===== src/inc/bti_pkg.sv =====
// Constants shared by the burst time insertion control block.
// Assumes a 32-bit classic Wishbone register bus with byte addresses.
package bti_pkg;
  // ==========================================================================
  // Register offsets (byte addresses)
  localparam logic [7:0] OFS_CTRL = 8'h00;
  localparam logic [7:0] OFS_PEND_OFFSET = 8'h04;
  localparam logic [7:0] OFS_APPLIED_OFFSET = 8'h08;
  localparam logic [7:0] OFS_TRIG_TIME = 8'h0C;
  localparam logic [7:0] OFS_TRIG_DATE = 8'h10;
  localparam logic [7:0] OFS_CLOCK_PHASE = 8'h14;
  localparam logic [7:0] OFS_LINE_PHASE = 8'h18;
  localparam logic [7:0] OFS_FRAME_PHASE = 8'h1C;
  localparam logic [7:0] OFS_ITC_LINES = 8'h20;
  localparam logic [7:0] OFS_STATUS = 8'h24;

  // ==========================================================================
  // Field positions
  localparam int CTRL_FSEQ_BIT = 0;
  localparam int CTRL_TREN_BIT = 1;
  localparam int CTRL_TRACK_LSB = 2;
  localparam int CTRL_DLY_BIT = 4;
  localparam int CTRL_LVL_BIT = 5;
  localparam int CTRL_ITC_BIT = 6;
  localparam int CTRL_PANEL_BIT = 7;
  localparam int TIM_SEC_LSB = 0;
  localparam int TIM_MIN_LSB = 8;
  localparam int TIM_HOUR_LSB = 16;
  localparam int DATE_DAY_LSB = 0;
  localparam int DATE_MONTH_LSB = 8;
  localparam int DATE_YEAR_LSB = 16;
  localparam int ITC_FIRST_LSB = 0;
  localparam int ITC_SECOND_LSB = 8;
  localparam int STAT_APPLY_BIT = 0;
  localparam int STAT_PHASE_BIT = 1;

  // ==========================================================================
  // Limits and reset values
  localparam logic [24:0] OFFSET_MAX = 25'h098967F;
  localparam logic [24:0] OFFSET_MIN = 25'h1676981;
  localparam logic [24:0] OFFSET_RESET = 25'h0000000;
  localparam logic [15:0] CLOCK_PHASE_MAX = 16'hF81F;
  localparam logic [15:0] CLOCK_PHASE_RESET = 16'h0000;
  localparam logic [9:0] LINE_PHASE_MAX = 10'h20C;
  localparam logic [9:0] LINE_PHASE_RESET = 10'h000;
  localparam logic [4:0] FRAME_PHASE_MAX = 5'h1D;
  localparam logic [4:0] FRAME_PHASE_RESET = 5'h00;
  localparam logic [4:0] ITC_LINE_MIN = 5'h0A;
  localparam logic [4:0] ITC_LINE_MAX = 5'h14;
  localparam logic [4:0] ITC_LINE_RESET = 5'h0E;

  // ==========================================================================
  // Tracking modes
  typedef enum logic [1:0] {
    TRACK_NONE = 2'b00,
    TRACK_BY_OFFSET = 2'b01,
    TRACK_BY_TIME = 2'b10
  } bti_track_t;
endpackage


===== src/rtl/bti_ctrl.sv =====
// Burst time insertion control: register file and insertion control logic.
// Assumes a classic Wishbone master and video timing strobes on CLK_I.
//
// Functional notes
// - One on/off bit includes or suppresses the 10-field colour sequence.
// - Time reference is inserted only while its enable bit is on.
// - Tracking select: no tracking, track by offset, or track by time.
// - Read-only register shows the signed seconds offset currently applied.
// - Separately written signed pending offset waits for a trigger.
// - Trigger time of day held as hours, minutes and seconds.
// - Trigger date held as year, month and day.
// - Delayed trigger applies pending offset when date and time are reached.
// - Level trigger applies pending offset while on; off keeps current offset.
// - Output delayed by 27 MHz periods, clipped to 0..63519, default 0.
// - Output phased by whole lines, clipped to 0..524, default 0.
// - Output offset by whole frames, clipped to 0..29, default 0.
// - Interval timecode inserted only while its enable bit is on.
// - First timecode line selectable 10..20, clipped, default 14.
// - Second timecode line independently selectable 10..20, default 14.
// - Panel actions go only to the selected one of two timecode outputs.
//
// The implementer's own choices: the Wishbone interface to the registers and the address map.
`timescale 1ns/1ps
`default_nettype none
module bti_ctrl (
  input wire logic CLK_I,
  input wire logic RESET_I,
  input wire logic CYC_I,
  input wire logic STB_I,
  input wire logic WE_I,
  input wire logic [7:0] ADR_I,
  input wire logic [3:0] SEL_I,
  input wire logic [31:0] DAT_I,
  output logic [31:0] DAT_O,
  output logic ACK_O,
  input wire logic FRAME_START_I,
  input wire logic LINE_START_I,
  input wire logic REF_TICK_I,
  input wire logic [15:0] NOW_YEAR_I,
  input wire logic [3:0] NOW_MONTH_I,
  input wire logic [4:0] NOW_DAY_I,
  input wire logic [4:0] NOW_HOUR_I,
  input wire logic [5:0] NOW_MIN_I,
  input wire logic [5:0] NOW_SEC_I,
  input wire logic PANEL_ACT_I,
  output logic FIELD_SEQ_EN_O,
  output logic TR_ENABLE_O,
  output logic [1:0] TR_TRACK_O,
  output logic [24:0] TR_OFFSET_O,
  output logic TR_INSERT_O,
  output logic ITC_ENABLE_O,
  output logic [4:0] ITC_LINE1_O,
  output logic [4:0] ITC_LINE2_O,
  output logic PANEL_LTC1_ACT_O,
  output logic PANEL_LTC2_ACT_O
);
  // ==========================================================================
  // State
  typedef struct packed {
    logic ack;
    logic [31:0] rdat;
    logic fseq;
    logic tr_en;
    logic [1:0] track;
    logic dly;
    logic lvl;
    logic itc_en;
    logic panel_sel;
    logic [24:0] pend;
    logic [24:0] applied;
    logic [4:0] hour;
    logic [5:0] min;
    logic [5:0] sec;
    logic [15:0] year;
    logic [3:0] month;
    logic [4:0] day;
    logic [15:0] clk_ph;
    logic [9:0] line_ph;
    logic [4:0] frm_ph;
    logic [4:0] itc1;
    logic [4:0] itc2;
    logic apply_req;
    logic rearm;
    logic insert;
    logic ltc1;
    logic ltc2;
  } bti_regs_t;

  localparam bti_regs_t REGS_RESET = '{
    ack: 1'b0,
    rdat: 32'h0000_0000,
    fseq: 1'b0,
    tr_en: 1'b0,
    track: bti_pkg::TRACK_NONE,
    dly: 1'b0,
    lvl: 1'b0,
    itc_en: 1'b0,
    panel_sel: 1'b0,
    pend: bti_pkg::OFFSET_RESET,
    applied: bti_pkg::OFFSET_RESET,
    hour: 5'h00,
    min: 6'h00,
    sec: 6'h00,
    year: 16'h0000,
    month: 4'h0,
    day: 5'h00,
    clk_ph: bti_pkg::CLOCK_PHASE_RESET,
    line_ph: bti_pkg::LINE_PHASE_RESET,
    frm_ph: bti_pkg::FRAME_PHASE_RESET,
    itc1: bti_pkg::ITC_LINE_RESET,
    itc2: bti_pkg::ITC_LINE_RESET,
    apply_req: 1'b0,
    rearm: 1'b0,
    insert: 1'b0,
    ltc1: 1'b0,
    ltc2: 1'b0
  };

  bti_regs_t regs_ff;
  bti_regs_t nxt_regs;

  logic trig_fire;
  logic ph_busy;
  logic ph_done;
  logic [41:0] now_stamp;
  logic [41:0] at_stamp;

  // ==========================================================================
  // Helpers
  function automatic logic [31:0] merge(input logic [31:0] old, input logic [31:0] dat,
                                        input logic [3:0] sel);
    logic [31:0] res;
    res = old;
    for (int i = 0; i < 4; i++) begin
      if (sel[i]) begin
        res[i*8 +: 8] = dat[i*8 +: 8];
      end
    end
    return res;
  endfunction

  function automatic logic [31:0] clip_u(input logic [31:0] v, input logic [31:0] lo,
                                         input logic [31:0] hi);
    logic [31:0] res;
    res = v;
    if (v < lo) begin
      res = lo;
    end else if (v > hi) begin
      res = hi;
    end
    return res;
  endfunction

  function automatic logic [24:0] clip_s(input logic [31:0] v);
    logic [24:0] res;
    res = v[24:0];
    if ($signed(v) > $signed({{7{bti_pkg::OFFSET_MAX[24]}}, bti_pkg::OFFSET_MAX})) begin
      res = bti_pkg::OFFSET_MAX;
    end else if ($signed(v) < $signed({{7{bti_pkg::OFFSET_MIN[24]}}, bti_pkg::OFFSET_MIN})) begin
      res = bti_pkg::OFFSET_MIN;
    end
    return res;
  endfunction

  // ==========================================================================
  // Register read view
  function automatic logic [31:0] read_reg(input bti_regs_t r, input logic [7:0] adr,
                                           input logic busy);
    logic [31:0] v;
    v = 32'h0000_0000;
    unique case (adr)
      bti_pkg::OFS_CTRL: begin
        v[bti_pkg::CTRL_FSEQ_BIT] = r.fseq;
        v[bti_pkg::CTRL_TREN_BIT] = r.tr_en;
        v[bti_pkg::CTRL_TRACK_LSB +: 2] = r.track;
        v[bti_pkg::CTRL_DLY_BIT] = r.dly;
        v[bti_pkg::CTRL_LVL_BIT] = r.lvl;
        v[bti_pkg::CTRL_ITC_BIT] = r.itc_en;
        v[bti_pkg::CTRL_PANEL_BIT] = r.panel_sel;
      end
      bti_pkg::OFS_PEND_OFFSET: v = {{7{r.pend[24]}}, r.pend};
      bti_pkg::OFS_APPLIED_OFFSET: v = {{7{r.applied[24]}}, r.applied};
      bti_pkg::OFS_TRIG_TIME: begin
        v[bti_pkg::TIM_HOUR_LSB +: 5] = r.hour;
        v[bti_pkg::TIM_MIN_LSB +: 6] = r.min;
        v[bti_pkg::TIM_SEC_LSB +: 6] = r.sec;
      end
      bti_pkg::OFS_TRIG_DATE: begin
        v[bti_pkg::DATE_YEAR_LSB +: 16] = r.year;
        v[bti_pkg::DATE_MONTH_LSB +: 4] = r.month;
        v[bti_pkg::DATE_DAY_LSB +: 5] = r.day;
      end
      bti_pkg::OFS_CLOCK_PHASE: v[15:0] = r.clk_ph;
      bti_pkg::OFS_LINE_PHASE: v[9:0] = r.line_ph;
      bti_pkg::OFS_FRAME_PHASE: v[4:0] = r.frm_ph;
      bti_pkg::OFS_ITC_LINES: begin
        v[bti_pkg::ITC_FIRST_LSB +: 5] = r.itc1;
        v[bti_pkg::ITC_SECOND_LSB +: 5] = r.itc2;
      end
      bti_pkg::OFS_STATUS: begin
        v[bti_pkg::STAT_APPLY_BIT] = r.apply_req;
        v[bti_pkg::STAT_PHASE_BIT] = busy;
      end
      default: v = 32'h0000_0000;
    endcase
    return v;
  endfunction

  // ==========================================================================
  // Next state
  always_comb begin
    logic [31:0] cur;
    logic [31:0] wv;
    logic [1:0] trk;
    logic access;
    logic wr;
    cur = read_reg(regs_ff, ADR_I, ph_busy);
    wv = merge(cur, DAT_I, SEL_I);
    trk = wv[bti_pkg::CTRL_TRACK_LSB +: 2];
    access = CYC_I && STB_I;
    // Write lands on the edge where the master sees ack
    wr = access && WE_I && regs_ff.ack;
    nxt_regs = regs_ff;
    nxt_regs.ack = access && !regs_ff.ack;
    nxt_regs.rdat = cur;
    nxt_regs.rearm = 1'b0;

    if (wr) begin
      unique case (ADR_I)
        bti_pkg::OFS_CTRL: begin
          nxt_regs.fseq = wv[bti_pkg::CTRL_FSEQ_BIT];
          nxt_regs.tr_en = wv[bti_pkg::CTRL_TREN_BIT];
          // Unused code 3 reads back as no tracking
          nxt_regs.track = (trk == 2'b11) ? bti_pkg::TRACK_NONE : trk;
          nxt_regs.dly = wv[bti_pkg::CTRL_DLY_BIT];
          nxt_regs.lvl = wv[bti_pkg::CTRL_LVL_BIT];
          nxt_regs.itc_en = wv[bti_pkg::CTRL_ITC_BIT];
          nxt_regs.panel_sel = wv[bti_pkg::CTRL_PANEL_BIT];
        end
        bti_pkg::OFS_PEND_OFFSET: nxt_regs.pend = clip_s(wv);
        bti_pkg::OFS_TRIG_TIME: begin
          nxt_regs.hour = wv[bti_pkg::TIM_HOUR_LSB +: 5];
          nxt_regs.min = wv[bti_pkg::TIM_MIN_LSB +: 6];
          nxt_regs.sec = wv[bti_pkg::TIM_SEC_LSB +: 6];
          nxt_regs.rearm = 1'b1;
        end
        bti_pkg::OFS_TRIG_DATE: begin
          nxt_regs.year = wv[bti_pkg::DATE_YEAR_LSB +: 16];
          nxt_regs.month = wv[bti_pkg::DATE_MONTH_LSB +: 4];
          nxt_regs.day = wv[bti_pkg::DATE_DAY_LSB +: 5];
          nxt_regs.rearm = 1'b1;
        end
        bti_pkg::OFS_CLOCK_PHASE: begin
          nxt_regs.clk_ph = 16'(clip_u(wv, 32'h0,
                                {16'h0, bti_pkg::CLOCK_PHASE_MAX}));
        end
        bti_pkg::OFS_LINE_PHASE: begin
          nxt_regs.line_ph = 10'(clip_u(wv, 32'h0,
                                 {22'h0, bti_pkg::LINE_PHASE_MAX}));
        end
        bti_pkg::OFS_FRAME_PHASE: begin
          nxt_regs.frm_ph = 5'(clip_u(wv, 32'h0,
                               {27'h0, bti_pkg::FRAME_PHASE_MAX}));
        end
        bti_pkg::OFS_ITC_LINES: begin
          nxt_regs.itc1 = 5'(clip_u({24'h0, wv[bti_pkg::ITC_FIRST_LSB +: 8]},
                                 {27'h0, bti_pkg::ITC_LINE_MIN},
                                 {27'h0, bti_pkg::ITC_LINE_MAX}));
          nxt_regs.itc2 = 5'(clip_u({24'h0, wv[bti_pkg::ITC_SECOND_LSB +: 8]},
                                 {27'h0, bti_pkg::ITC_LINE_MIN},
                                 {27'h0, bti_pkg::ITC_LINE_MAX}));
        end
        default: begin
        end
      endcase
    end

    // Offset update only on a frame start, so no frame mixes old and new time
    if (FRAME_START_I && (regs_ff.apply_req || regs_ff.lvl)) begin
      nxt_regs.applied = regs_ff.pend;
    end
    // A trigger in the same cycle as the frame start survives the clear
    if (FRAME_START_I) begin
      nxt_regs.apply_req = 1'b0;
    end
    if (trig_fire) begin
      nxt_regs.apply_req = 1'b1;
    end

    // Without tracking the reference sits at the frame start, unphased
    if (regs_ff.track == bti_pkg::TRACK_NONE) begin
      nxt_regs.insert = regs_ff.tr_en && FRAME_START_I;
    end else begin
      nxt_regs.insert = regs_ff.tr_en && ph_done;
    end

    nxt_regs.ltc1 = PANEL_ACT_I && !regs_ff.panel_sel;
    nxt_regs.ltc2 = PANEL_ACT_I && regs_ff.panel_sel;
  end

  always_ff @(posedge CLK_I) begin
    if (RESET_I) begin
      regs_ff <= REGS_RESET;
    end else begin
      regs_ff <= nxt_regs;
    end
  end

  // ==========================================================================
  // Trigger and phasing engines
  assign now_stamp = {NOW_YEAR_I, NOW_MONTH_I, NOW_DAY_I, NOW_HOUR_I, NOW_MIN_I, NOW_SEC_I};
  assign at_stamp = {regs_ff.year, regs_ff.month, regs_ff.day,
                     regs_ff.hour, regs_ff.min, regs_ff.sec};

  bti_trig #(
    .STAMP_W(42)
  ) u_trig (
    .clk_i(CLK_I),
    .rst_i(RESET_I),
    .arm_i(regs_ff.dly),
    .rearm_i(regs_ff.rearm),
    .now_i(now_stamp),
    .at_i(at_stamp),
    .fire_o(trig_fire)
  );

  // Phasing beyond one frame lets insertion occur only every few frames
  bti_phase u_phase (
    .clk_i(CLK_I),
    .rst_i(RESET_I),
    .frame_i(FRAME_START_I),
    .line_i(LINE_START_I),
    .tick_i(REF_TICK_I),
    .frames_i(regs_ff.frm_ph),
    .lines_i(regs_ff.line_ph),
    .clocks_i(regs_ff.clk_ph),
    .busy_o(ph_busy),
    .done_o(ph_done)
  );

  // ==========================================================================
  // Outputs
  assign DAT_O = regs_ff.rdat;
  assign ACK_O = regs_ff.ack;
  assign FIELD_SEQ_EN_O = regs_ff.fseq;
  assign TR_ENABLE_O = regs_ff.tr_en;
  assign TR_TRACK_O = regs_ff.track;
  assign TR_OFFSET_O = regs_ff.applied;
  assign TR_INSERT_O = regs_ff.insert;
  assign ITC_ENABLE_O = regs_ff.itc_en;
  assign ITC_LINE1_O = regs_ff.itc1;
  assign ITC_LINE2_O = regs_ff.itc2;
  assign PANEL_LTC1_ACT_O = regs_ff.ltc1;
  assign PANEL_LTC2_ACT_O = regs_ff.ltc2;
endmodule
`default_nettype wire


===== src/rtl/bti_trig.sv =====
// Date and time trigger: one pulse when the current stamp reaches the target.
// Assumes both stamps come from logic on the same clock.
`timescale 1ns/1ps
`default_nettype none
module bti_trig #(
  parameter int STAMP_W = 42
) (
  input wire logic clk_i,
  input wire logic rst_i,
  input wire logic arm_i,
  input wire logic rearm_i,
  input wire logic [STAMP_W-1:0] now_i,
  input wire logic [STAMP_W-1:0] at_i,
  output logic fire_o
);
  typedef struct packed {
    logic fired;
    logic fire;
  } bti_trig_st_t;

  bti_trig_st_t st_ff;
  bti_trig_st_t nxt_st;

  // ==========================================================================
  // Greater-or-equal compare so a stamp that skips the exact second still fires
  always_comb begin
    nxt_st = st_ff;
    nxt_st.fire = arm_i && !st_ff.fired && !rearm_i && (now_i >= at_i);
    if (!arm_i || rearm_i) begin
      nxt_st.fired = 1'b0;
    end else if (nxt_st.fire) begin
      nxt_st.fired = 1'b1;
    end
  end

  always_ff @(posedge clk_i) begin
    if (rst_i) begin
      st_ff <= '0;
    end else begin
      st_ff <= nxt_st;
    end
  end

  assign fire_o = st_ff.fire;
endmodule
`default_nettype wire


===== src/rtl/bti_phase.sv =====
// Phasing delay: frames, then lines, then reference clock ticks after a frame start.
// Assumes frame, line and tick strobes are one-cycle pulses on the same clock.
`timescale 1ns/1ps
`default_nettype none
module bti_phase (
  input wire logic clk_i,
  input wire logic rst_i,
  input wire logic frame_i,
  input wire logic line_i,
  input wire logic tick_i,
  input wire logic [4:0] frames_i,
  input wire logic [9:0] lines_i,
  input wire logic [15:0] clocks_i,
  output logic busy_o,
  output logic done_o
);
  typedef enum logic [1:0] {
    PH_IDLE = 2'b00,
    PH_FRAMES = 2'b01,
    PH_LINES = 2'b10,
    PH_CLOCKS = 2'b11
  } bti_ph_state_t;

  typedef struct packed {
    bti_ph_state_t state;
    logic [15:0] cnt;
    logic done;
  } bti_ph_st_t;

  bti_ph_st_t st_ff;
  bti_ph_st_t nxt_st;

  // ==========================================================================
  // One delay in flight; frame starts seen while busy count frames down in PH_FRAMES and are ignored in PH_LINES and PH_CLOCKS
  always_comb begin
    nxt_st = st_ff;
    nxt_st.done = 1'b0;
    unique case (st_ff.state)
      PH_IDLE: begin
        if (frame_i) begin
          nxt_st.state = PH_FRAMES;
          nxt_st.cnt = {11'h000, frames_i};
        end
      end
      PH_FRAMES: begin
        if (st_ff.cnt == 16'h0000) begin
          nxt_st.state = PH_LINES;
          nxt_st.cnt = {6'h00, lines_i};
        end else if (frame_i) begin
          nxt_st.cnt = st_ff.cnt - 16'h0001;
        end
      end
      PH_LINES: begin
        if (st_ff.cnt == 16'h0000) begin
          nxt_st.state = PH_CLOCKS;
          nxt_st.cnt = clocks_i;
        end else if (line_i) begin
          nxt_st.cnt = st_ff.cnt - 16'h0001;
        end
      end
      PH_CLOCKS: begin
        if (st_ff.cnt == 16'h0000) begin
          nxt_st.state = PH_IDLE;
          nxt_st.done = 1'b1;
        end else if (tick_i) begin
          nxt_st.cnt = st_ff.cnt - 16'h0001;
        end
      end
    endcase
  end

  always_ff @(posedge clk_i) begin
    if (rst_i) begin
      st_ff <= '{state: PH_IDLE, cnt: 16'h0000, done: 1'b0};
    end else begin
      st_ff <= nxt_st;
    end
  end

  assign busy_o = (st_ff.state != PH_IDLE);
  assign done_o = st_ff.done;
endmodule
`default_nettype wire


===== config.mk =====
export PLATFORM = sky130hd
export DESIGN_NAME = bti_ctrl
export DESIGN_NICKNAME = d
export VERILOG_FILES = /design/src/inc/bti_pkg.sv /design/src/rtl/bti_ctrl.sv /design/src/rtl/bti_trig.sv /design/src/rtl/bti_phase.sv
export SDC_FILE = /design/constraint.sdc
export NUM_CORES = 1
export LEC_CHECK = 0
export ABC_AREA = 1
export BUFFER_PORTS_ARGS = -buffer_cell sky130_fd_sc_hd__buf_2
export CORE_MARGIN = 8
export CORE_UTILIZATION = 30
export DETAILED_ROUTE_END_ITERATION = 16
export GPL_ROUTABILITY_DRIVEN = 0
export GPL_TIMING_DRIVEN = 0
export PLACE_DENSITY_LB_ADDON = 0.25
export SLEW_MARGIN = 20
export SYNTH_ARGS = -nofsm -noshare
export SYNTH_HDL_FRONTEND = slang
export SYNTH_HIERARCHICAL = 1
export SYNTH_SLANG_ARGS = --single-unit

===== constraint.sdc =====
create_clock -name CLK_I -period 2.9 [get_ports CLK_I]
set_input_delay 0.435 -clock CLK_I [delete_from_list [all_inputs] [get_ports CLK_I]]
set_output_delay 0.435 -clock CLK_I [all_outputs]
set_load 0.02 [all_outputs]

==> out/results.md, run 1 <==
* **status** finished, final reports clean
* **Netlist Area Pre-Place** 0.0123 sq mm
* **type of the setup path with the least slack** in2reg
* **non-filler cells in the finished layout** 2565
* **kind of launch point of the worst setup path** primary input
* **signed area change from the synthesized netlist to the final layout** 18.6%
* **final routed wirelength across all metal layers** 48000 um
* **Clock Pin Slew Worst Setup and Hold Paths** 0.08 ns
* **busiest metal layer after global routing** met2
* **post-route clock period utilization** 94.7%
* **Hold Crit Depth** 3
* **arrival time reported for the critical path endpoint** 3.06 ns
* **count of vias placed by the detailed router** 12800
* **origin of the critical flop-to-flop path** ACK_O$_SDFF_PP0_
* **Relative slew margins** 31.5%
* **Finish-stage setup viols** 0
* **I/O pin total** 171
* **number of buffers created by CTS** 17
* **post-DR vias/cell** 4.99
* **ratio of cells with drive above 1 in the final layout** 21.9%
* **final antenna-violating net count** 0
* **Core Box Area** 0.0406 sq mm
* **number of hold violations in the final report** 0
* **number of inserted filler cells in the final layout** 4424
* **Worst Min Path Start** PANEL_ACT_I
* **proportion of register bits with asynchronous set or reset after synthesis** 0%
* **hold endpoint** PANEL_LTC2_ACT_O$_SDFF_PP0_
* **placement-stage cell area** 0.0138 sq mm
* **power per standard cell area** 568 mW/mm^2
* **number of flip-flops and latches in the synthesized netlist** 200
* **max-cap violation count** 0
* **final slew viol count** 0
* **antenna violations before repair** 3
* **area occupied by multi-input gates** 0.00668 sq mm
* **register-to-register setup slack** 0.24 ns
* **primary flip-flop cell chosen by synthesis mapping** sky130_fd_sc_hd__dfxtp_1
* **DRC violation total after the first TritonRoute iteration** 1085
* **time the worst path needs with I/O delays and setup** 2.75 ns
* **clock insertion delay at the later pin of the skew report** 0.46 ns
* **count of unique library cells instantiated by Yosys** 54
* **Die Area** 0.0476 sq mm
* **data required time at the worst endpoint** 3.21 ns
* **total number of nets in the final design** 2163
* **largest net degree at the start of global routing** 19
* **mean routed wirelength per cell** 18.7 um
* **met1 Resource Use GR** 25.0%
* **Overall Power** 8.26 mW
* **Seq. cell area** 0.00400 sq mm
* **highest net fanout along the worst path** 10
* **DR pass1 iterations** 8
* **unrepaired setup endpoints after global routing** yes
* **number of instances in the synthesized netlist** 1820
* **Lkg Pwr** 6.90 nW
* **total half-perimeter wirelength after legalization and detailed placement** 37600 um
* **hold bufs inserted after CTS** 0
* **gr ovfl total** 0
* **first-pass GRT wire length** 71500 um
* **remaining routing DRC violations** 0
* **worst min-delay path category** in2reg
* **reg-to-reg endpoint** ITC_LINE2_O[2]$_SDFFE_PP1P_
* **vias in the first global route** 12300
* **worst setup skew after layout** 0.0167 ns
* **number of cells traversed by the worst register-to-register path** 6
* **H-tree depth** 4
* **post-synthesis average cell area** 6.74 sq um
* **number of input and output port buffers inserted** 170
* **area of all placed cells without fillers** 0.0146 sq mm
* **register area share after synthesis** 32.6%
* **starting utilization of the core area** 30.2%
* **height of the die** 218 um
* **met3 track utilization from global routing** 3.37%
* **total routing usage reported by global routing** 19.5%
* **Max clock buf depth** 2
* **Cells after DPL** 2522
* **slew of the pin with the lowest slew margin** 1.03 ns
* **maximum resistive drop on vdd** 0.395 mV
* **Rows** 74
* **fmax** 364 MHz
* **Sink Count** 200
* **x dimension of the die** 218 um
* **root cell of the clock tree** sky130_fd_sc_hd__clkbuf_16
* **Worst setup EP type** flop
* **Synthesis Warnings** 6
* **post-route setup TNS** 0 ns
* **number of enable flip-flop cells after synthesis** 0
* **clock tree from TritonCTS** done
* **met2 layer usage reported by global route** 32.2%
* **Net Count, Synth** 1964
## registers in the layout (all words and copies together) (netlist names)
name,count
u_trig/fire_o,1
at_stamp,42
regs_ff,61
TR_ENABLE_O,1
TR_INSERT_O,1
u_phase/st_ff,18
PANEL_LTC1_ACT_O,1
ACK_O,1
ITC_ENABLE_O,1
u_trig/st_ff,1
ITC_LINE2_O,5
PANEL_LTC2_ACT_O,1
FIELD_SEQ_EN_O,1
DAT_O,32
TR_OFFSET_O,25
u_phase/done_o,1
ITC_LINE1_O,5
TR_TRACK_O,2
## cell usage after synthesis, types with 18 or more instances
cell type                  number  area share, %
sky130_fd_sc_hd__nand2_1      458             14
sky130_fd_sc_hd__dfxtp_1      200             33
sky130_fd_sc_hd__inv_1        186            5.7
sky130_fd_sc_hd__nor2_1       185            5.7
sky130_fd_sc_hd__nand3_1      156            6.4
sky130_fd_sc_hd__a21oi_1      126            5.1
sky130_fd_sc_hd__o21ai_0       91            3.7
sky130_fd_sc_hd__buf_4         71            4.3
sky130_fd_sc_hd__ha_1          49            5.0
sky130_fd_sc_hd__clkbuf_1      41            1.3
sky130_fd_sc_hd__nand2_2       26            1.3
sky130_fd_sc_hd__nor2_2        20            1.0
sky130_fd_sc_hd__nand4_1       19           0.97
sky130_fd_sc_hd__o211ai_1      19            1.2
sky130_fd_sc_hd__or2_2         18           0.92
## metal layers
metal	wire length, um	vias up
met5	13	-
met2	22500	520
met4	1510	2
met3	3150	90
met1	20800	5991
li1	-	6185
## how the worst max path moves through the flow
stage,start,to,slack (ns)
6_report,ADR_I[4],regs_ff[129]$_SDFFE_PP0P_,0.15
5_1_grt,ADR_I[0],regs_ff[43]$_SDFFE_PP0P_,-0.007
4_1_cts,ADR_I[7],regs_ff[136]$_SDFFE_PP0P_,0.01
3_5_place_dp,ADR_I[7],regs_ff[125]$_SDFFE_PP0P_,-0.53
3_3_place_gp,ADR_I[7],regs_ff[119]$_SDFFE_PP0P_,-0.51
2_1_floorplan,ADR_I[1],regs_ff[117]$_SDFFE_PP0P_,0.49
## cells in the final DEF (no fill, tap or decap), drive strengths merged, types with 2 or more instances in the layout
cell | Yosys | routed
or2 | 18 | 18
nand4 | 20 | 20
a21boi | 4 | 4
inv | 204 | 210
nand2 | 491 | 491
ha | 49 | 49
nor2 | 213 | 214
o211ai | 20 | 20
a21o | 3 | 3
a211oi | 4 | 4
a21oi | 139 | 140
xor2 | 6 | 6
o21ai | 99 | 99
dfxtp | 200 | 200
nand3 | 168 | 168
o221ai | 9 | 9
clkbuf | 41 | 59
nand3b | 3 | 3
a31oi | 7 | 7
clkinv | 3 | 7
a32oi | 2 | 2
clkinvlp | 0 | 3
buf | 98 | 275
nor3 | 4 | 4
o21a | 3 | 3
diode | 0 | 2
xnor2 | 4 | 4
and2 | 2 | 2
## through the flow
| step | hold slack [ns] | setup WS [ns] | utilization [%] |
|---|---|---|---|
| 3_5_place_dp | 0.462 | -0.525 | 33.9 |
| 6_report | 0.198 | 0.152 | 35.8 |
| 3_3_place_gp | 0.452 | -0.505 | 33.9 |
| 5_1_grt | 0.187 | -0.00659 | 35.8 |
| 2_1_floorplan | 0.413 | 0.490 | - |
| 4_1_cts | 0.190 | 0.0140 | 35.3 |
## report_power, final
part	leakage [nW]	internal [mW]	switching [mW]
Sequential	1.61	2.83	0.0983
Combinational	5.02	0.993	1.88
Clock	0.272	1.21	1.25
## what timing repair did
action,in CTS,in global routing
gates resized for setup,1,21
hold endpoints to repair,0,0
pin swaps,0,4
setup buffers,0,8
gates cloned,0,2
setup endpoints to repair,10,26
## critical path, cell delays in order
cell	delay (ns)
sky130_fd_sc_hd__buf_2	0.13
sky130_fd_sc_hd__inv_2	0.10
sky130_fd_sc_hd__nand2_2	0.10
sky130_fd_sc_hd__nor2_8	0.21
sky130_fd_sc_hd__buf_4	0.29
sky130_fd_sc_hd__nand3_1	0.16
sky130_fd_sc_hd__o21ai_1	0.21
sky130_fd_sc_hd__nor2_1	0.13
sky130_fd_sc_hd__nand2_1	0.11
sky130_fd_sc_hd__nand2_4	0.10
sky130_fd_sc_hd__nor2_4	0.12
sky130_fd_sc_hd__nand3_1	0.08
sky130_fd_sc_hd__nor2_1	0.13
sky130_fd_sc_hd__nand2_1	0.07
sky130_fd_sc_hd__nand2_1	0.09
sky130_fd_sc_hd__nand2_2	0.07
sky130_fd_sc_hd__nand3_4	0.10
sky130_fd_sc_hd__buf_6	0.18
sky130_fd_sc_hd__nand2_1	0.07
sky130_fd_sc_hd__nand3_1	0.09
sky130_fd_sc_hd__a21oi_1	0.07
## logic make-up after synthesis
kind of cell               synth area share (%)
AOI/OAI and AO/OA                          14.2
DFF                                        32.6
buffers and inverters                      13.8
and+or+nand+nor                            33.7
adders and majority gates                  5.00
xor gates and xnor gates                  0.714
## layout make-up
type,instances,area share [%]
diodes,2,0.0344
plain buffers,139,6.30
clock buffers,17,2.92
clock inverters,14,0.980
inverters,207,5.36
multi-input cells,1276,45.9
flip-flops and latches,200,27.5
well taps,532,4.57
repair buffers,178,6.43
Note: power is estimated with default switching activity, not from simulation.
==> run 2: changes to the inputs <==
- ABC_AREA: 1 -> not set
==> run 2 against run 1 <==
- the run now ends with negative setup slack left
- critical path depth is 8 lower
- synthesized cell count decreased by 20%
- worst hold slack better by 0.036 ns
- routed wire length grew 14%
- clock power increased by 5%
- sequential share of layout area decreased by 2.1 points
- clock-buffer cell count is 1 higher
- sequential power about the same
- total power rose by 2.7%
- maximum frequency shrank 17%
- global-route usage increased by 3.0 points
- setup slack got worse by 0.56 ns
- critical path type unchanged
==> out/results.md, run 2 <==
* **status** finished, violations left
* **violated checks** negative setup slack
* **hold bufs inserted after CTS** 0
* **Worst path most repeated cell** sky130_fd_sc_hd__buf_6
* **time the worst path needs with I/O delays and setup** 3.31 ns
* **worst min-delay path category** in2reg
* **I/O pin total** 171
* **most common cell after layout, fill and taps aside** sky130_fd_sc_hd__dfxtp_1
* **gr ovfl total** 0
* **register area share after synthesis** 34.0%
* **adder and majority gate portion of the synthesized area** 5.21%
* **count of vias placed by the detailed router** 12800
* **critical-path cell list** clkbuf_4 -> nor4b_4 -> buf_6 -> a32oi_2 -> o211a_1 -> or2_4 -> a2111o_1 -> or4_4 -> o21ai_4 -> a21oi_4 -> buf_6 -> buf_8 -> o221a_2
* **starting utilization of the core area** 30.4%
* **H-tree depth** 4
* **type of the setup path with the least slack** in2reg
* **cell family contributing the most delay on the critical path** compound AO/OA/AOI/OAI gates
* **Netlist Area Pre-Place** 0.0118 sq mm
* **Net Count, Synth** 1606
* **final antenna-violating net count** 0
* **worst setup skew after layout** 0.0146 ns
* **total half-perimeter wirelength after legalization and detailed placement** 41200 um
* **Overall Power** 8.48 mW
* **post-synthesis average cell area** 8.04 sq um
* **routed length on met3** 5980 um
* **most flop-heavy register** regs_ff
* **arrival time reported for the critical path endpoint** 3.66 ns
* **start point of the critical path** ADR_I[6]
* **Buffers & Inverters on Critical Path** 4
* **met2 wirelength from detailed routing** 24000 um
* **Synthesis Warnings** 6
* **Finish-stage setup viols** 38
* **xor/xnor cell area share of the yosys netlist** 0.819%
* **largest net degree at the start of global routing** 18
* **number of instances in the synthesized netlist** 1462
* **slew of the pin with the lowest slew margin** 1.22 ns
* **Worst Min Path Start** STB_I
* **total number of nets in the final design** 1853
* **root cell of the clock tree** sky130_fd_sc_hd__clkbuf_16
* **number of inserted filler cells in the final layout** 3885
* **count of unique library cells instantiated by Yosys** 92
* **Rows** 72
* **main combinational cell family by area after synthesis** compound AO/OA/AOI/OAI gates
* **Worst setup EP type** flop
* **highest net fanout along the worst path** 10
* **detailed-route wire length on metal 1** 22400 um
* **number of input and output port buffers inserted** 164
* **unrepaired setup endpoints after global routing** yes
* **cell type with the largest total area after synthesis** sky130_fd_sc_hd__dfxtp_1
* **CP max stage cell** sky130_fd_sc_hd__or4_4
* **Clock Pin Slew Worst Setup and Hold Paths** 0.08 ns
* **number of buffers created by CTS** 17
* **number of hold violations in the final report** 0
* **cell with the most instances after synthesis** sky130_fd_sc_hd__dfxtp_1
* **multiplexer share of the synthesized area** 3.82%
* **post-synthesis compound-gate area fraction** 23.9%
* **Max clock buf depth** 2
* **Die Area** 0.0458 sq mm
* **Relative slew margins** 17.8%
* **post-DR vias/cell** 5.71
* **leading post-synthesis cells by instance count** sky130_fd_sc_hd__dfxtp_1, sky130_fd_sc_hd__nand2_1, sky130_fd_sc_hd__nor2_1
* **proportion of register bits with asynchronous set or reset after synthesis** 0%
* **clock insertion delay at the later pin of the skew report** 0.46 ns
* **max-cap violation count** 0
* **total routing usage reported by global routing** 22.6%
* **x dimension of the die** 214 um
* **signed area change from the synthesized netlist to the final layout** 34.1%
* **Highest Signal Layer** met4
* **maximum resistive drop on vdd** 0.434 mV
* **DRC violation total after the first TritonRoute iteration** 1735
* **largest stage delay on the critical path** 0.51 ns
* **antenna violations before repair** 2
* **number of enable flip-flop cells after synthesis** 0
* **clock tree from TritonCTS** done
* **remaining routing DRC violations** 0
* **mean routed wirelength per cell** 24.5 um
* **most area-consuming cells after synthesis** sky130_fd_sc_hd__dfxtp_1, sky130_fd_sc_hd__a21oi_1, sky130_fd_sc_hd__nand2_1
* **Core Box Area** 0.0386 sq mm
* **vias in the first global route** 12100
* **simple-gate area share of the yosys netlist** 22.1%
* **data required time at the worst endpoint** 3.25 ns
* **register-to-register setup slack** -0.36 ns
* **final routed wirelength across all metal layers** 54900 um
* **DR pass1 iterations** 6
* **height of the die** 214 um
* **kind of launch point of the worst setup path** primary input
* **number of flip-flops and latches in the synthesized netlist** 200
* **most used cells in the layout excluding fill and tap cells** sky130_fd_sc_hd__dfxtp_1, sky130_fd_sc_hd__buf_2, sky130_fd_sc_hd__nand2_1, sky130_fd_sc_hd__nor2_1, sky130_fd_sc_hd__a21oi_1
* **power per standard cell area** 538 mW/mm^2
* **fmax** 302 MHz
* **Sink Count** 200
* **share of Yosys cell area claimed by the top area cell type** 34.0%
* **origin of the critical flop-to-flop path** ITC_LINE2_O[3]$_SDFFE_PP1P_
* **pre-CTS setup slack** -1.73 ns
* **final slew viol count** 0
* **Worst Hold Slack** 0.234 ns
* **ratio of cells with drive above 1 in the final layout** 31.9%
* **Final WS setup** -0.407 ns
* **post-route clock period utilization** 114%
* **primary flip-flop cell chosen by synthesis mapping** sky130_fd_sc_hd__dfxtp_1
* **first-pass GRT wire length** 78900 um
* **antenna diode instance count** 0
* **final core utilization** 40.8%
* **number of flip-flops under the largest register name** 61
* **Lkg Pwr** 6.17 nW
run 2: cell types whose count changed after synthesis, sizes merged, moves of 18 or more:
cell    previous run  this run
inv              204        64
nor2             213       154
mux2i              0        23
o21ai             99        62
clkbuf            41        66
nor4               0        19
a211oi             4        23
nand2            491       168
mux2               0        18
nor3               4        40
a22oi              0        28
nand3            168        24
run 2: power breakdown:
group | switching, mW | internal [mW]
registers | 0.0888 | 2.82
logic | 1.84 | 1.15
clock network | 1.19 | 1.39
total | 3.12 | 5.36
run 2: repair_timing:
| item | 4_1_cts | 5_1_grt |
|---|---|---|
| buffers inserted | 34 | 29 |
| resized for setup | 110 | 117 |
| cloned | 3 | 2 |
| pin swaps | 22 | 37 |
| setup endpoints to repair | 72 | 49 |
run 2: logic make-up (layout without fill, tap and decap cells):
| family | after synthesis | after routing |
|---|---|---|
| AOI/OAI and AO/OA | 409 | 409 |
| xor gates and xnor gates | 11 | 11 |
| adders and majority gates | 49 | 49 |
| buffers and inverters | 224 | 484 |
| DFF | 200 | 200 |
| muxes | 41 | 41 |
| and+or+nand+nor | 528 | 528 |
run 2: cell type report:
| class | count | area [sq um] | area share (%) |
|---|---|---|---|
| plain buffers | 159 | 1240 | 7.84 |
| inverters | 64 | 244 | 1.55 |
| multi-input cells | 1038 | 7540 | 47.8 |
| clock buffers | 18 | 439 | 2.78 |
| well taps | 518 | 648 | 4.11 |
| clock inverters | 14 | 173 | 1.09 |
| repair buffers | 229 | 1480 | 9.39 |
| flip-flops and latches | 200 | 4010 | 25.4 |
run 2: final timing paths:
check | to | cells past startpoint
setup / recovery | regs_ff[132]$_SDFFE_PP0P_ | 13
hold / removal | ACK_O$_SDFF_PP0_ | 3
setup reg to reg | regs_ff[132]$_SDFFE_PP0P_ | 11
hold reg to reg | regs_ff[4]$_SDFFE_PP0P_ | 2
run 2: stage by stage:
stage	TNS [ns]	cells	area, sq um
2_1_floorplan	-8.13	1462	12000
3_3_place_gp	-92.79	2144	13500
3_5_place_dp	-92.77	2144	13500
4_1_cts	-9.45	2212	15000
5_1_grt	-10.15	2240	15800
6_report	-10.48	2240	15800
run 2: per-layer routing:
metal | vias up | GRT usage [%]
met3 | 147 | 6.52
met4 | 0 | 10.5
met1 | 6125 | 29.4
li1 | 5715 | -
met5 | - | 0
met2 | 805 | 33.9
run 2: worst min-delay path, delay by kind of cell:
kind          cells  cell delay (ns)
simple gates      2             0.11
buf+inv           1             0.11
